$ cat config.mk
export PLATFORM = sky130hd
export DESIGN_NAME = pcs_top
export DESIGN_NICKNAME = d
export VERILOG_FILES = /design/src/logic/pcs_pkg.sv /design/src/logic/pcs_midi_if.sv /design/src/logic/pcs_midi_rx.sv /design/src/logic/pcs_top.sv
export VERILOG_INCLUDE_DIRS = /design/src /design/src/logic
export SDC_FILE = /design/constraint.sdc
export NUM_CORES = 1
export LEC_CHECK = 0
export ABC_AREA = 1
export BUFFER_PORTS_ARGS = -buffer_cell sky130_fd_sc_hd__buf_2
export CORE_MARGIN = 2
export CORE_UTILIZATION = 59
export DETAILED_ROUTE_END_ITERATION = 10
export PLACE_DENSITY_LB_ADDON = 0.3
export SYNTH_ARGS = -nofsm -noshare
export SYNTH_HDL_FRONTEND = slang
export SYNTH_SLANG_ARGS = --single-unit
$ cat constraint.sdc
create_clock -name clk -period 4.2 [get_ports clk]
set_input_delay 0 -clock clk [delete_from_list [all_inputs] [get_ports clk]]
set_output_delay 0 -clock clk [all_outputs]
set_load 0.005 [all_outputs]
$ cat src/logic/pcs_regs.svh
// Constants of the preset copy/store controller: offsets, fields, timing.
// Assumes inclusion by bare name from the design modules.
`ifndef PCS_REGS_SVH
`define PCS_REGS_SVH

// Register byte offsets on the AXI4-Lite slave
`define PCS_REG_CONFIG   8'h00
`define PCS_REG_SETTINGS 8'h04
`define PCS_REG_STATUS   8'h08
`define PCS_REG_INT_STAT 8'h0c
`define PCS_REG_INT_MASK 8'h10

// CONFIG fields
`define PCS_CFG_CHAN_LSB  0
`define PCS_CFG_OMNI_BIT  4
`define PCS_CFG_MUTEN_BIT 5
`define PCS_CFG_FSW_BIT   6
`define PCS_RST_CHAN      4'h0
`define PCS_RST_OMNI      1'b1

// STATUS fields
`define PCS_ST_COPY_BIT   7
`define PCS_ST_EDIT_BIT   8
`define PCS_ST_ERR_BIT    9
`define PCS_ST_MUTE_BIT   10
`define PCS_ST_BUSY_BIT   11
`define PCS_ST_LED_BIT    12

// Interrupt bits
`define PCS_INT_LOADED    0
`define PCS_INT_COMMIT    1
`define PCS_INT_COPY_END  2
`define PCS_INT_MEM_ERR   3

// AXI responses
`define PCS_RESP_OKAY     2'h0
`define PCS_RESP_SLVERR   2'h2

// Link message codes and limits
`define PCS_MSG_PROG      4'hc
`define PCS_MSG_CTRL      4'hb
`define PCS_CC_VOLUME     7'h07
`define PCS_MUTE_MAX      7'h05

// Timing: clock, time base, durations in their own units
`define PCS_CLK_NS        10
`define PCS_TICK_NS       1000000
`define PCS_HOLD_MS       1000
`define PCS_COPY_S        30
`define PCS_ACK_DARK_MS   300
`define PCS_FAST_MS       100
`define PCS_BURST_MS      100
`define PCS_ERR_GAP_MS    600
`define PCS_EDIT_MS       250

`endif

$ cat src/logic/pcs_pkg.sv
// Types shared by the preset copy/store controller modules.
// Assumes the constants header is on the include path.
package pcs_pkg;

	// Memory sequencer states
	typedef enum logic [2:0] {
		OP_BOOT,
		OP_IDLE,
		OP_LOAD,
		OP_CPY_RD,
		OP_WR
	} pcs_op_type;

	// State of the link message parser
	typedef struct packed {
		logic [7:0] status;   // Running status byte
		logic       have1;    // First data byte held
		logic [6:0] d1;       // First data byte
		logic       pc_stb;
		logic [6:0] pc_num;
		logic       cc7_stb;
		logic [6:0] cc7_val;
	} pcs_rx_state_type;

endpackage : pcs_pkg

$ cat src/logic/pcs_midi_if.sv
// Decoded link messages and channel filter setup between parser and core.
// Assumes both ends share one clock.
interface pcs_midi_if;
	logic [3:0] chan;     // Receive channel 0..15 = 1..16
	logic       omni;     // Accept every channel
	logic       pc_stb;   // Program change pulse
	logic [6:0] pc_num;   // Program number
	logic       cc7_stb;  // Volume controller pulse
	logic [6:0] cc7_val;  // Controller value

	modport rx (input chan, omni, output pc_stb, pc_num, cc7_stb, cc7_val);
	modport core (output chan, omni, input pc_stb, pc_num, cc7_stb, cc7_val);
endinterface : pcs_midi_if

$ cat src/logic/pcs_midi_rx.sv
// Link byte parser: channel filter, program change and volume controller.
// Assumes one already-framed byte per midi_valid pulse, synchronous.
`include "pcs_regs.svh"

module pcs_midi_rx (
	input  wire logic       clk,         // System clock
	input  wire logic       rst_b,       // Synchronous reset, active low
	input  wire logic [7:0] midi_data,   // Received byte
	input  wire logic       midi_valid,  // Byte strobe
	pcs_midi_if.rx          mi           // Decoded messages
);
	import pcs_pkg::*;

	pcs_rx_state_type s;
	pcs_rx_state_type n;
	logic             ch_ok;

	// Parse bytes with running status; realtime bytes are ignored
	always_comb begin
		n = s;
		n.pc_stb = 1'b0;
		n.cc7_stb = 1'b0;
		ch_ok = mi.omni || (s.status[3:0] == mi.chan);
		if (midi_valid) begin
			if (midi_data[7]) begin
				if (midi_data[7:3] != 5'h1f) begin
					n.status = midi_data;
					n.have1 = 1'b0;
				end
			end else if (s.status[7] && ch_ok) begin
				if (s.status[7:4] == `PCS_MSG_PROG) begin
					n.pc_stb = 1'b1;
					n.pc_num = midi_data[6:0];
				end else if (s.status[7:4] == `PCS_MSG_CTRL) begin
					n.have1 = !s.have1;
					n.d1 = midi_data[6:0];
					if (s.have1 && s.d1 == `PCS_CC_VOLUME) begin
						n.cc7_stb = 1'b1;
						n.cc7_val = midi_data[6:0];
					end
				end
			end
		end
	end

	// State register
	always_ff @(posedge clk) begin
		if (!rst_b) begin
			s <= '0;
		end else begin
			s <= n;
		end
	end

	assign mi.pc_stb = s.pc_stb;
	assign mi.pc_num = s.pc_num;
	assign mi.cc7_stb = s.cc7_stb;
	assign mi.cc7_val = s.cc7_val;
endmodule : pcs_midi_rx

$ cat src/logic/pcs_top.sv
// Preset copy/store controller: AXI4-Lite registers, button, status LED,
// preset memory sequencer, link program change and volume mute.
// Assumes a nonvolatile store answering each request with one ack pulse.
//
// Summary of operation
// - Short press enters copy, takes current preset as source, LED steady.
// - Copy mode ends by itself thirty seconds after entry.
// - Hold in copy with new preset writes source contents there.
// - Any setting change during copy, until a hold starts the copy read, cancels it without writing.
// - Settings differing from stored ones make the LED flash regularly.
// - Flashing stops on reselecting the preset or after storing.
// - Memory fault shows as five short LED bursts.
// - Short press clears the error indication only.
// - Messages accepted only on selected channel 1..16, or all in omni.
// - Program numbers 0..127 each select one preset.
// - Volume controller acts on mute only when enabled.
// - Wired footswitch present blocks program change reception.
// - Holding one second outside copy stores settings into the preset.
// - Controller value 0..5 mutes, larger restores default level.
// - After power-up the first preset is recalled automatically.
//
// The register addresses and register access over AXI4-Lite were decided locally.
`include "pcs_regs.svh"

module pcs_top #(
	parameter int SET_W    = 16,                          // Settings width
	parameter int TICK_CYC = `PCS_TICK_NS / `PCS_CLK_NS,  // Cycles per ms
	parameter int HOLD_MS  = `PCS_HOLD_MS,                // Hold time
	parameter int COPY_MS  = `PCS_COPY_S * 1000           // Copy timeout
) (
	input  wire logic             clk,        // 100 MHz clock
	input  wire logic             rst_b,      // Sync reset, active low
	input  wire logic [7:0]       awaddr,     // AXI write address
	input  wire logic             awvalid,    // AXI write address valid
	output logic                  awready,    // AXI write address ready
	input  wire logic [31:0]      wdata,      // AXI write data
	input  wire logic [3:0]       wstrb,      // AXI byte strobes
	input  wire logic             wvalid,     // AXI write data valid
	output logic                  wready,     // AXI write data ready
	output logic [1:0]            bresp,      // AXI write response
	output logic                  bvalid,     // AXI response valid
	input  wire logic             bready,     // AXI response ready
	input  wire logic [7:0]       araddr,     // AXI read address
	input  wire logic             arvalid,    // AXI read address valid
	output logic                  arready,    // AXI read address ready
	output logic [31:0]           rdata,      // AXI read data
	output logic [1:0]            rresp,      // AXI read response
	output logic                  rvalid,     // AXI read valid
	input  wire logic             rready,     // AXI read ready
	input  wire logic [7:0]       midi_data,  // Link byte
	input  wire logic             midi_valid, // Link byte strobe
	input  wire logic             btn,        // Store/copy button, 1 = down
	output logic                  led,        // Status indicator
	output logic                  mute,       // Output silenced
	output logic [SET_W-1:0]      settings,   // Applied settings
	output logic                  nvm_req,    // Memory request level
	output logic                  nvm_we,     // Memory write
	output logic [6:0]            nvm_addr,   // Preset slot
	output logic [SET_W-1:0]      nvm_wdata,  // Memory write data
	input  wire logic             nvm_ack,    // Memory answer pulse
	input  wire logic             nvm_err,    // Memory fault with ack
	input  wire logic [SET_W-1:0] nvm_rdata,  // Memory read data
	output logic                  irq         // Interrupt level
);
	import pcs_pkg::*;

	typedef struct packed {
		pcs_op_type       op;
		logic [6:0]       preset;
		logic [6:0]       src;
		logic [6:0]       tgt;
		logic             pend;
		logic [6:0]       pend_num;
		logic [SET_W-1:0] cur;
		logic [SET_W-1:0] stored;
		logic             copy;
		logic [15:0]      copy_ms;
		logic             err;
		logic             mute;
		logic             btn_prev;
		logic             held;
		logic [15:0]      hold_ms;
		logic [31:0]      div;
		logic             tick;
		logic             ack_run;
		logic [3:0]       ph;
		logic [15:0]      led_ms;
		logic             led;
		logic [3:0]       chan;
		logic             omni;
		logic             mute_en;
		logic             fsw;
		logic [3:0]       ist;
		logic [3:0]       imask;
		logic             irq;
		logic             nvm_req;
		logic             nvm_we;
		logic [6:0]       nvm_addr;
		logic [SET_W-1:0] nvm_wdata;
		logic             aw_got;
		logic             w_got;
		logic [7:0]       aw_addr;
		logic [31:0]      w_data;
		logic [3:0]       w_strb;
		logic             awready;
		logic             wready;
		logic             bvalid;
		logic [1:0]       bresp;
		logic             arready;
		logic             rvalid;
		logic [1:0]       rresp;
		logic [31:0]      rdata;
	} pcs_core_state_type;

	pcs_core_state_type s;
	pcs_core_state_type n;
	pcs_midi_if         mi ();

	logic        set_chg;
	logic        short_p;
	logic        long_p;
	logic        pc_in;
	logic        adv;
	logic        edited;
	logic [15:0] dur;
	logic [3:0]  ev;
	logic [3:0]  clr;
	logic [31:0] wv;
	logic [32:0] rd;

	pcs_midi_rx u_rx (
		.clk        (clk),
		.rst_b      (rst_b),
		.midi_data  (midi_data),
		.midi_valid (midi_valid),
		.mi         (mi)
	);

	assign mi.chan = s.chan;
	assign mi.omni = s.omni;
	assign edited = (s.cur != s.stored);

	// Register read mux; top bit flags an unmapped address
	function automatic logic [32:0] reg_rd(input logic [7:0] a);
		logic [31:0] v;
		v = '0;
		reg_rd = {1'b0, v};
		case (a)
			`PCS_REG_CONFIG: begin
				v[`PCS_CFG_CHAN_LSB +: 4] = s.chan;
				v[`PCS_CFG_OMNI_BIT] = s.omni;
				v[`PCS_CFG_MUTEN_BIT] = s.mute_en;
				v[`PCS_CFG_FSW_BIT] = s.fsw;
				reg_rd = {1'b0, v};
			end
			`PCS_REG_SETTINGS: reg_rd = {1'b0, 32'(s.cur)};
			`PCS_REG_STATUS: begin
				v[6:0] = s.preset;
				v[`PCS_ST_COPY_BIT] = s.copy;
				v[`PCS_ST_EDIT_BIT] = edited;
				v[`PCS_ST_ERR_BIT] = s.err;
				v[`PCS_ST_MUTE_BIT] = s.mute;
				v[`PCS_ST_BUSY_BIT] = (s.op != OP_IDLE);
				v[`PCS_ST_LED_BIT] = s.led;
				reg_rd = {1'b0, v};
			end
			`PCS_REG_INT_STAT: reg_rd = {1'b0, 28'h0, s.ist};
			`PCS_REG_INT_MASK: reg_rd = {1'b0, 28'h0, s.imask};
			default: reg_rd = {1'b1, 32'h0};
		endcase
	endfunction : reg_rd

	// Merge a written word into the old value by byte strobes
	function automatic logic [31:0] merge(input logic [31:0] o,
		input logic [31:0] w, input logic [3:0] st);
		for (int i = 0; i < 4; i++) begin
			o[i*8 +: 8] = st[i] ? w[i*8 +: 8] : o[i*8 +: 8];
		end
		merge = o;
	endfunction : merge

	// Whole next-state computation
	always_comb begin
		n = s;
		ev = '0;
		clr = '0;
		set_chg = 1'b0;
		short_p = 1'b0;
		long_p = 1'b0;
		rd = reg_rd(s.aw_addr);
		wv = merge(rd[31:0], s.w_data, s.w_strb);

		// Millisecond time base
		n.tick = 1'b0;
		if (s.div == 32'(TICK_CYC - 1)) begin
			n.div = '0;
			n.tick = 1'b1;
		end else begin
			n.div = s.div + 32'd1;
		end

		// Write channel: address and data in either order
		if (s.awready && awvalid) begin
			n.aw_got = 1'b1;
			n.aw_addr = awaddr;
		end
		if (s.wready && wvalid) begin
			n.w_got = 1'b1;
			n.w_data = wdata;
			n.w_strb = wstrb;
		end
		if (s.bvalid && bready) begin
			n.bvalid = 1'b0;
		end
		if (s.aw_got && s.w_got && !s.bvalid) begin
			n.aw_got = 1'b0;
			n.w_got = 1'b0;
			n.bvalid = 1'b1;
			n.bresp = rd[32] ? `PCS_RESP_SLVERR : `PCS_RESP_OKAY;
			case (s.aw_addr)
				`PCS_REG_CONFIG: begin
					n.chan = wv[`PCS_CFG_CHAN_LSB +: 4];
					n.omni = wv[`PCS_CFG_OMNI_BIT];
					n.mute_en = wv[`PCS_CFG_MUTEN_BIT];
					n.fsw = wv[`PCS_CFG_FSW_BIT];
				end
				`PCS_REG_SETTINGS: begin
					n.cur = wv[SET_W-1:0];
					set_chg = (wv[SET_W-1:0] != s.cur);
				end
				`PCS_REG_INT_STAT: clr = s.w_strb[0] ? s.w_data[3:0] : 4'h0;
				`PCS_REG_INT_MASK: n.imask = wv[3:0];
				default: n.bresp = n.bresp;
			endcase
		end
		n.awready = !n.aw_got && !n.bvalid;
		n.wready = !n.w_got && !n.bvalid;

		// Read channel: answer one cycle after the address is taken
		if (s.rvalid && rready) begin
			n.rvalid = 1'b0;
		end
		if (s.arready && arvalid) begin
			rd = reg_rd(araddr);
			n.rvalid = 1'b1;
			n.rdata = rd[31:0];
			n.rresp = rd[32] ? `PCS_RESP_SLVERR : `PCS_RESP_OKAY;
		end
		n.arready = !n.rvalid;

		// Button timing; a release before the hold time is a short press
		n.btn_prev = btn;
		if (btn) begin
			if (s.tick && s.hold_ms != 16'(HOLD_MS - 1)) begin
				n.hold_ms = s.hold_ms + 16'd1;
			end
			if (s.hold_ms == 16'(HOLD_MS - 1) && !s.held) begin
				long_p = 1'b1;
				n.held = 1'b1;
			end
		end else begin
			short_p = s.btn_prev && !s.held;
			n.hold_ms = '0;
			n.held = 1'b0;
		end

		// Copy window and cancellation
		if (s.copy && s.tick) begin
			n.copy_ms = s.copy_ms + 16'd1;
		end
		if (s.copy && s.copy_ms == 16'(COPY_MS - 1)) begin
			n.copy = 1'b0;
			ev[`PCS_INT_COPY_END] = 1'b1;
		end
		if (s.copy && set_chg) begin
			n.copy = 1'b0;
			ev[`PCS_INT_COPY_END] = 1'b1;
		end

		// Link messages; the latest program change waits for the sequencer
		pc_in = mi.pc_stb && !s.fsw;
		if (pc_in) begin
			n.pend = 1'b1;
			n.pend_num = mi.pc_num;
		end
		if (mi.cc7_stb && s.mute_en) begin
			n.mute = (mi.cc7_val <= `PCS_MUTE_MAX);
		end

		// Indicator patterns, highest first: done, error, copy, edited
		if (s.ack_run) begin
			dur = (s.ph == 4'd0) ? 16'(`PCS_ACK_DARK_MS) : 16'(`PCS_FAST_MS);
		end else if (s.err) begin
			dur = (s.ph == 4'd10) ? 16'(`PCS_ERR_GAP_MS) : 16'(`PCS_BURST_MS);
		end else begin
			dur = 16'(`PCS_EDIT_MS);
		end
		adv = s.tick && (s.led_ms >= dur - 16'd1);
		if (s.tick) begin
			n.led_ms = adv ? 16'd0 : s.led_ms + 16'd1;
			n.ph = adv ? s.ph + 4'd1 : s.ph;
		end
		if (s.ack_run) begin
			n.led = s.ph[0];
			if (adv && s.ph == 4'd6) begin
				n.ack_run = 1'b0;
				n.ph = '0;
			end
		end else if (s.err) begin
			n.led = (s.ph < 4'd10) && !s.ph[0];
			if (adv && s.ph == 4'd10) begin
				n.ph = '0;
			end
		end else if (s.copy) begin
			n.led = 1'b1;
		end else if (edited) begin
			n.led = s.ph[0];
		end else begin
			n.led = 1'b0;
		end

		// Button clears the error view; a new fault below still wins
		if (short_p && s.err) begin
			n.err = 1'b0;
		end

		// Preset memory sequencer
		unique case (s.op)
			OP_BOOT: begin
				n.nvm_req = 1'b1;
				n.nvm_we = 1'b0;
				n.nvm_addr = 7'h00;
				n.tgt = 7'h00;
				n.op = OP_LOAD;
			end
			OP_IDLE: begin
				if (s.pend) begin
					n.pend = pc_in;
					n.tgt = s.pend_num;
					n.nvm_req = 1'b1;
					n.nvm_we = 1'b0;
					n.nvm_addr = s.pend_num;
					n.op = OP_LOAD;
				end else if (long_p && s.copy) begin
					if (s.preset != s.src) begin
						n.nvm_req = 1'b1;
						n.nvm_we = 1'b0;
						n.nvm_addr = s.src;
						n.op = OP_CPY_RD;
					end
				end else if (long_p) begin
					n.nvm_req = 1'b1;
					n.nvm_we = 1'b1;
					n.nvm_addr = s.preset;
					n.nvm_wdata = s.cur;
					n.op = OP_WR;
				end else if (short_p && !s.err && !s.copy) begin
					n.copy = 1'b1;
					n.src = s.preset;
					n.copy_ms = '0;
				end
			end
			OP_LOAD: begin
				if (nvm_ack) begin
					n.nvm_req = 1'b0;
					n.op = OP_IDLE;
					if (nvm_err) begin
						n.err = 1'b1;
					end else begin
						n.cur = nvm_rdata;
						n.stored = nvm_rdata;
						n.preset = s.tgt;
						ev[`PCS_INT_LOADED] = 1'b1;
					end
				end
			end
			OP_CPY_RD: begin
				if (nvm_ack && nvm_err) begin
					n.nvm_req = 1'b0;
					n.err = 1'b1;
					n.copy = 1'b0;
					n.op = OP_IDLE;
				end else if (nvm_ack) begin
					n.nvm_we = 1'b1;
					n.nvm_addr = s.preset;
					n.nvm_wdata = nvm_rdata;
					n.cur = nvm_rdata;
					n.copy = 1'b0;
					n.op = OP_WR;
				end
			end
			OP_WR: begin
				if (nvm_ack) begin
					n.nvm_req = 1'b0;
					n.nvm_we = 1'b0;
					n.op = OP_IDLE;
					if (nvm_err) begin
						n.err = 1'b1;
					end else begin
						n.stored = s.nvm_wdata;
						n.ack_run = 1'b1;
						n.ph = '0;
						n.led_ms = '0;
						ev[`PCS_INT_COMMIT] = 1'b1;
					end
				end
			end
		endcase

		// Fault raises the error view with a fresh burst sequence
		if (n.err && !s.err) begin
			ev[`PCS_INT_MEM_ERR] = 1'b1;
			if (!n.ack_run) begin
				n.ph = '0;
				n.led_ms = '0;
			end
		end

		// Sticky events; a set in the clearing cycle survives
		n.ist = (s.ist & ~clr) | ev;
		n.irq = |(n.ist & n.imask);
	end

	// State register
	always_ff @(posedge clk) begin
		if (!rst_b) begin
			s <= '0;
			s.chan <= `PCS_RST_CHAN;
			s.omni <= `PCS_RST_OMNI;
		end else begin
			s <= n;
		end
	end

	// Outputs straight from the state register
	assign awready = s.awready;
	assign wready = s.wready;
	assign bresp = s.bresp;
	assign bvalid = s.bvalid;
	assign arready = s.arready;
	assign rdata = s.rdata;
	assign rresp = s.rresp;
	assign rvalid = s.rvalid;
	assign led = s.led;
	assign mute = s.mute;
	assign settings = s.cur;
	assign nvm_req = s.nvm_req;
	assign nvm_we = s.nvm_we;
	assign nvm_addr = s.nvm_addr;
	assign nvm_wdata = s.nvm_wdata;
	assign irq = s.irq;
endmodule : pcs_top

==> results of run 1 <==
## routing by layer
layer	routed length [um]	GRT usage, %	vias up
li1	-	-	6942
met1	17120	40.69	6426
met2	18980	53.01	650
met3	3393	4.494	129
met4	1615	12.41	0
met5	0	0	-
## through the flow
step | area [sq um] | hold slack, ns | setup slack (ns)
finish | 16590 | 0.03276 | 0.4506
global route | 16590 | 0.08398 | 0.03320
CTS | 16590 | 0.001135 | 0.4645
detailed placement | 14770 | 0.2758 | 0.4797
global placement | 14770 | 0.2609 | 0.5933
floorplan | 14490 | 0.1031 | 1.174
## report_power, final
group	internal [W]	total (W)	switching, W	leakage, nW
Clock	0.00151	0.00258	0.00107	0.469
Combinational	0.000439	0.00131	0.000866	4.15
Sequential	0.00282	0.00299	0.000168	2.26
Total	0.00477	0.00688	0.00211	6.88
## worst min-delay path: stages
cell	delay [ns]
buf_2	0.07
nand2_1	0.25
a21oi_1	0.23
## area by class of cell
class	instances	area (sq um)	area share, %
Timing Repair Buffer	228	1594	9.606
Clock buffer	40	837.1	5.044
Tap cell	324	405.4	2.443
Sequential cell	279	5585	33.66
Clock inverter	12	121.4	0.7314
Multi-Input combinational cell	1399	7131	42.97
Inverter	244	920.9	5.549
## registers in the layout, summed over array words and instances (netlist names), 4 cells and up
register         cells
s                  176
nvm_wdata           16
rdata               16
settings            16
u_rx.s              16
nvm_addr             7
u_rx.mi.pc_num       7
u_rx.mi.cc7_val      6
mi.chan              4
## synthesized netlist by cell type (2+ instances only)
library cell	count	area, sq um
nand4_1	35	219.0
nor3_2	2	20.02
dfxtp_1	279	5585
nor2_1	203	762.0
a21oi_1	193	965.9
o22ai_1	10	62.56
inv_1	222	833.3
o221ai_1	2	17.52
o21ai_2	2	17.52
xnor2_1	15	131.4
o211ai_1	10	75.07
inv_2	14	52.55
nor3_1	47	235.2
or2_2	3	18.77
buf_1	5	18.77
nand3_2	3	30.03
conb_1	2	7.510
a211oi_1	2	15.01
a221oi_1	2	17.52
nor2_2	10	62.56
o21a_1	5	37.54
ha_1	24	300.3
xor2_1	45	394.1
nor3_4	2	32.53
buf_2	9	45.04
nor4_1	18	112.6
o21ai_1	13	65.06
nand2_2	16	100.1
inv_4	2	12.51
buf_4	75	563.0
clkinv_1	6	22.52
nor4_4	2	42.54
a31oi_1	21	131.4
clkbuf_1	46	172.7
buf_6	5	56.30
nand3_1	141	705.7
nor2_4	4	45.04
nand2_1	342	1284
nor3b_1	14	105.1
nand4_2	2	25.02
o31ai_1	4	30.03
o21ai_0	172	860.8
## cell families (layout without fill, tap and decap cells)
| kind of cell | after synthesis | after routing | share of synthesized area (%) |
|---|---|---|---|
| simple gates | 849 | 849 | 26.73 |
| compound gates | 442 | 442 | 16.37 |
| buf+inv | 385 | 524 | 12.36 |
| flops | 279 | 279 | 38.76 |
| xor+xnor | 60 | 60 | 3.647 |
| fa+ha+maj | 24 | 24 | 2.084 |
| other cells | 2 | 24 | 0.05211 |
## cell usage in the layout, fill, tap and decap left out, types with 18 or more instances in the layout
cell,Yosys,final
clkbuf_16,0,29
inv_1,222,222
nand4_1,35,35
a21oi_1,193,193
o21ai_0,172,172
nand2_1,342,342
nand3_1,141,141
conb_1,2,24
ha_1,24,24
xor2_1,45,45
nor2_1,203,203
dfxtp_1,279,279
buf_2,9,134
a31oi_1,21,21
nor3_1,47,47
dlygate4sd3_1,0,87
nor4_1,18,18
## path summary, 6_finish.rpt
kind / start / to / cells past startpoint
worst min register to register: u_rx.mi.pc_num[0] / u_rx.mi.pc_num[0] / 2
worst max-delay path: s[145] / s[148] / 22
worst min-delay path: awvalid / s[83] / 3
worst max register to register: s[145] / s[148] / 22
## timing repair
action,4_1_cts,5_1_grt
hold endpoints to repair,129,0
hold buffers,87,0
setup buffers,0,0
==> flow_summary.ini, run 1 <==
[run_status]
outcome = complete, no violations

[power_and_ir_drop]
power.density_mw_per_mm2 = 414.3
total_power_w = 0.006876
p_leak_nw = 6.882
vdd_drop_max_v = 0.0003154

[timing]
worstMarginPinSlew_ns = 1.111
post-route-period-util_pct = 89.27
rsz0062_at_grt = no
tns_ns = 0
hold_violations = 0
fmax_mhz = 266.7
slew_viol_final = 0
slew_headroom_pct = 25.73
setup_viol = 0
fin_crit_ns = 3.749
fin_skew_ns = 0.01044

[floorplan]
start_util_pct = 59.61
die-area_sq_mm = 0.02569
die_w_um = 160.3
die_h_um = 160.3
io_pins = 172
fp.coreArea_sq_mm = 0.02418
rows = 57

[global_route]
grt_overflow_total = 0
grt_max_degree = 85
grt_pass1_vias = 13400
antenna_found_initial = 0
grt.total_usage_pct = 31.37
grt_pass1_wl_um = 66320

[detailed_routing]
dr.first_iter.drc_count = 1377
ant_nets = 0
wire_per_inst_um = 16.27
drt-total-wl_um = 41110
num_vias = 14150
first_pass_iters = 6
vias_per_cell = 5.601
route.detailed.drc = 0

[setup_path]
crit_buf_inv = 5
cpMaxStageDelayCell = dfxtp_1
worstPathRequired_ns = 4.63
cp_data_arrival_time_ns = 4.18
cp_slowest_stage_delay_ns = 0.36
cp-start-kind = flop
cp_common_cell = inv_1
end_kind = flop
r2r_slack_ns = 0.45
cp_top_family = simple AND/OR/NAND/NOR gates
cp_max_fo = 18
crit_chain = inv_1, ha_1, inv_1, nor3_1, o21ai_0, inv_1, ha_1, inv_1, ha_1, inv_1, ha_1, nand2_1, o21ai_1, nand4_1, o211ai_1, nand3_1, a21oi_4, nand2_1, nand2_1, nand3_2, nand2_1, nor3_1
path_class = reg -> reg

[place]
place_hpwl_um = 28580
gp_routability_congestion = 0.9644
io_buffers = 135
dp_cells = 2387

[synthesis]
async_reset_ff_share_pct = 0
synthFlopType = dfxtp_1
synth.distinct_cells = 54
syn-cell-area_sq_mm = 0.01441
synth_edf_count = 0
ys_seq_area_share_pct = 38.76
avgSynthCellArea_sq_um = 7.061
synth-seq-cells = 279
synthCells = 2041
yosys_warnings = 0

[clock_network]
cts_tree = yes
clkLatencyLatePin_ns = 0.56
cts_sinks = 279
clkTransAtPathRegs_ns = 0.06
htreeDepth = 1
post_cts_resize_count = 0
cts_buffer_depth = 3
cts-buffers-inserted = 29
cts_root_buf = clkbuf_16

[cells_and_area]
syn2layout_area_growth_pct = 15.15
diodes = 0
fillers = 2061
drive_gt1_share_pct = 11.72
num-nets-final = 2292
stdcell_count = 2526
final_core_util_pct = 68.64

[min_path]
min_path_type = in -> reg

[flow_run]
maxCapViolations = 0
(Power assumes the default switching activity.)
==> run 2: changes to the inputs <==
--- a/config.mk
+++ b/config.mk
@@ -12,6 +12,7 @@
 export CORE_UTILIZATION = 59
 export DETAILED_ROUTE_END_ITERATION = 10
 export PLACE_DENSITY_LB_ADDON = 0.3
+export RECOVER_POWER = 50
 export SYNTH_ARGS = -nofsm -noshare
 export SYNTH_HDL_FRONTEND = slang
 export SYNTH_SLANG_ARGS = --single-unit
==> constraint.sdc (replaced) <==
create_clock -name clk -period 4.2 [get_ports clk]
set_input_delay 0.42 -clock clk [delete_from_list [all_inputs] [get_ports clk]]
set_output_delay 0.42 -clock clk [all_outputs]
set_load 0.005 [all_outputs]
==> run 2 against run 1 <==
Effect of this change: the flow now finishes with violations (capacitance limit, slew limit); hold slack gained 0.087 ns; critical endpoint unchanged; non-clock buffer count fell by 86; critical path depth is the same; register-to-register slack better by 0.03 ns; clock skew is 0.0029 ns higher; sequential share of layout area up 1.8 points; clock-buffer cell count rose by 2; via count shrank 3.0%; cell count is 3.4% lower; largest power group unchanged; first-iteration DRC count is 1.2% lower; die area stayed put; global-route usage down 1.6 points.
==> flow_summary.ini, run 2 (synthesis gave the netlist of run 1 again) <==
[clock_network]
post-cts-setup-buffers = 0
cts_tree = yes
post_cts_resize_count = 0
clkLatencyLatePin_ns = 0.57
cts_buffer_depth = 3
cts_root_buf = clkbuf_16
postCtsHoldBufs = 0
clkTransAtPathRegs_ns = 0.06
cts_sinks = 279
cts-buffers-inserted = 29
htreeDepth = 1

[min_path]
min_path_type = in -> reg

[setup_path]
cp_max_fo = 18
crit_buf_inv = 5
cp_top_family = simple AND/OR/NAND/NOR gates
cp_slowest_stage_delay_ns = 0.36
path_class = reg -> reg
r2r_cells = 22
cp_data_arrival_time_ns = 4.15
worstReg2RegStart = s[145]
end_kind = flop
crit_chain = inv_1, ha_1, inv_1, nor3_1, o21ai_0, inv_1, ha_1, inv_1, ha_1, inv_1, ha_1, nand2_1, o21ai_1, nand4_1, o211ai_1, nand3_1, a21oi_4, nand2_1, nand2_1, nand3_2, nand2_1, nor3_1
cp.depth = 22
cp-startpoint = s[145]
cp_common_cell = inv_1
cp-start-kind = flop
r2r_slack_ns = 0.48
worstReg2RegEnd = s[148]
crit_end = s[148]
cpMaxStageDelayCell = dfxtp_1
worstPathRequired_ns = 4.63

[detailed_routing]
vias_per_cell = 5.619
ant_nets = 0
num_vias = 13720
first_pass_iters = 6
drt-total-wl_um = 39110
wire_per_inst_um = 16.02
dr.first_iter.drc_count = 1360
route.detailed.drc = 0

[global_route]
grt_pass1_wl_um = 63400
grt_max_degree = 93
grt_pass1_vias = 12700
grt_overflow_total = 0
grt.total_usage_pct = 29.78
antenna_found_initial = 0

[cells_and_area]
multi_input_comb_area_sq_mm = 0.007131
final_common_cell = nand2_1
drive_gt1_share_pct = 11.05
diodes = 0
num-nets-final = 2206
final_cell_area_sq_mm = 0.01576
layout.area.seq_sq_mm = 0.005585
fillers = 2222
final_cell_mix = 342 x nand2_1, 279 x dfxtp_1, 222 x inv_1
top_register = s
largest_register_ffs = 176
syn2layout_area_growth_pct = 9.368

[place]
io_buffers = 135
place_hpwl_um = 28240
gp_routability_congestion = 0.9619
placed_cell_area_sq_mm = 0.01477

[timing]
rsz0062_at_grt = no
post-route-period-util_pct = 88.55
hold_violations = 0
tns_ns = 0
fin_skew_ns = 0.01335
worstMarginPinSlew_ns = 1.788
fin_crit_ns = 3.719
slew_headroom_pct = -19.23
fmax_mhz = 268.9
slew_viol_final = 172
setup_viol = 0

[run_status]
outcome = finished with violations
violations = capacitance limit, slew limit

[floorplan]
die_h_um = 160.3
fp.coreArea_sq_mm = 0.02418
io_pins = 172
rows = 57
die-area_sq_mm = 0.02569
die_w_um = 160.3
start_util_pct = 59.61

[power_and_ir_drop]
p_leak_nw = 6.438
vdd_drop_max_v = 0.0003124
power.density_mw_per_mm2 = 441.5

[flow_run]
maxCapViolations = 2
run 2: worst register-to-register path, stage by stage (launching register included):
cell,delay [ns]
dfxtp_1,0.36
inv_1,0.13
ha_1,0.16
inv_1,0.05
nor3_1,0.25
o21ai_0,0.19
inv_1,0.11
ha_1,0.14
inv_1,0.04
ha_1,0.25
inv_1,0.04
ha_1,0.28
nand2_1,0.06
o21ai_1,0.15
nand4_1,0.10
o211ai_1,0.09
nand3_1,0.13
a21oi_4,0.29
nand2_1,0.09
nand2_1,0.10
nand3_2,0.31
nand2_1,0.20
nor3_1,0.06
run 2: how the worst min path moves through the flow:
stage / end / depth (start not counted) / slack, ns / start
global route: u_rx.mi.cc7_val[1] / 3 / 0.13 / midi_data[1]
CTS: s[81] / 3 / 0.10 / awaddr[4]
detailed placement: s[151] / 1 / 0.43 / s[151]
global placement: s[151] / 1 / 0.43 / s[151]
finish: s[81] / 3 / 0.12 / awaddr[4]
floorplan: s[151] / 1 / 0.42 / s[151]
run 2: per-layer routing:
layer | up-vias | global-route usage [%] | part of all wire (%) | wire length (um)
met3 | 75 | 4.494 | 8.6 | 3353
li1 | 6772 | - | - | -
met5 | - | 0 | 0 | 0
met1 | 6272 | 40.45 | 43 | 16750
met4 | 0 | 9.664 | 3.0 | 1188
met2 | 597 | 48.96 | 46 | 17820
run 2: final cells by class:
cell class                 count  area share [%]
clock buffer                  42           5.549
multi-input combinational   1399           45.24
sequential                   279           35.44
tap                          324           2.572
clock inverter                11          0.9764
inverter                     244           5.843
timing repair buffer         142           4.382
run 2: metrics by stage:
stage	util (%)	std cells	total power, W	worst slack, ns	hold WS (ns)
floorplan	-	2063	0.003939	1.174	0.4175
global placement	61.10	2388	0.004219	0.6558	0.4265
detailed placement	61.10	2388	0.004246	0.4974	0.4343
CTS	65.36	2441	0.006966	0.4822	0.1026
global route	65.19	2441	0.007242	0.02109	0.1332
finish	65.19	2441	0.006959	0.4810	0.1193
run 2: power breakdown:
| part | internal [W] | total (W) | leakage, nW | switching [W] |
|---|---|---|---|---|
| combinational | 0.000385 | 0.00123 | 3.67 | 0.000849 |
| sequential | 0.00282 | 0.00299 | 2.26 | 0.000169 |
| clock | 0.00163 | 0.00273 | 0.505 | 0.00110 |
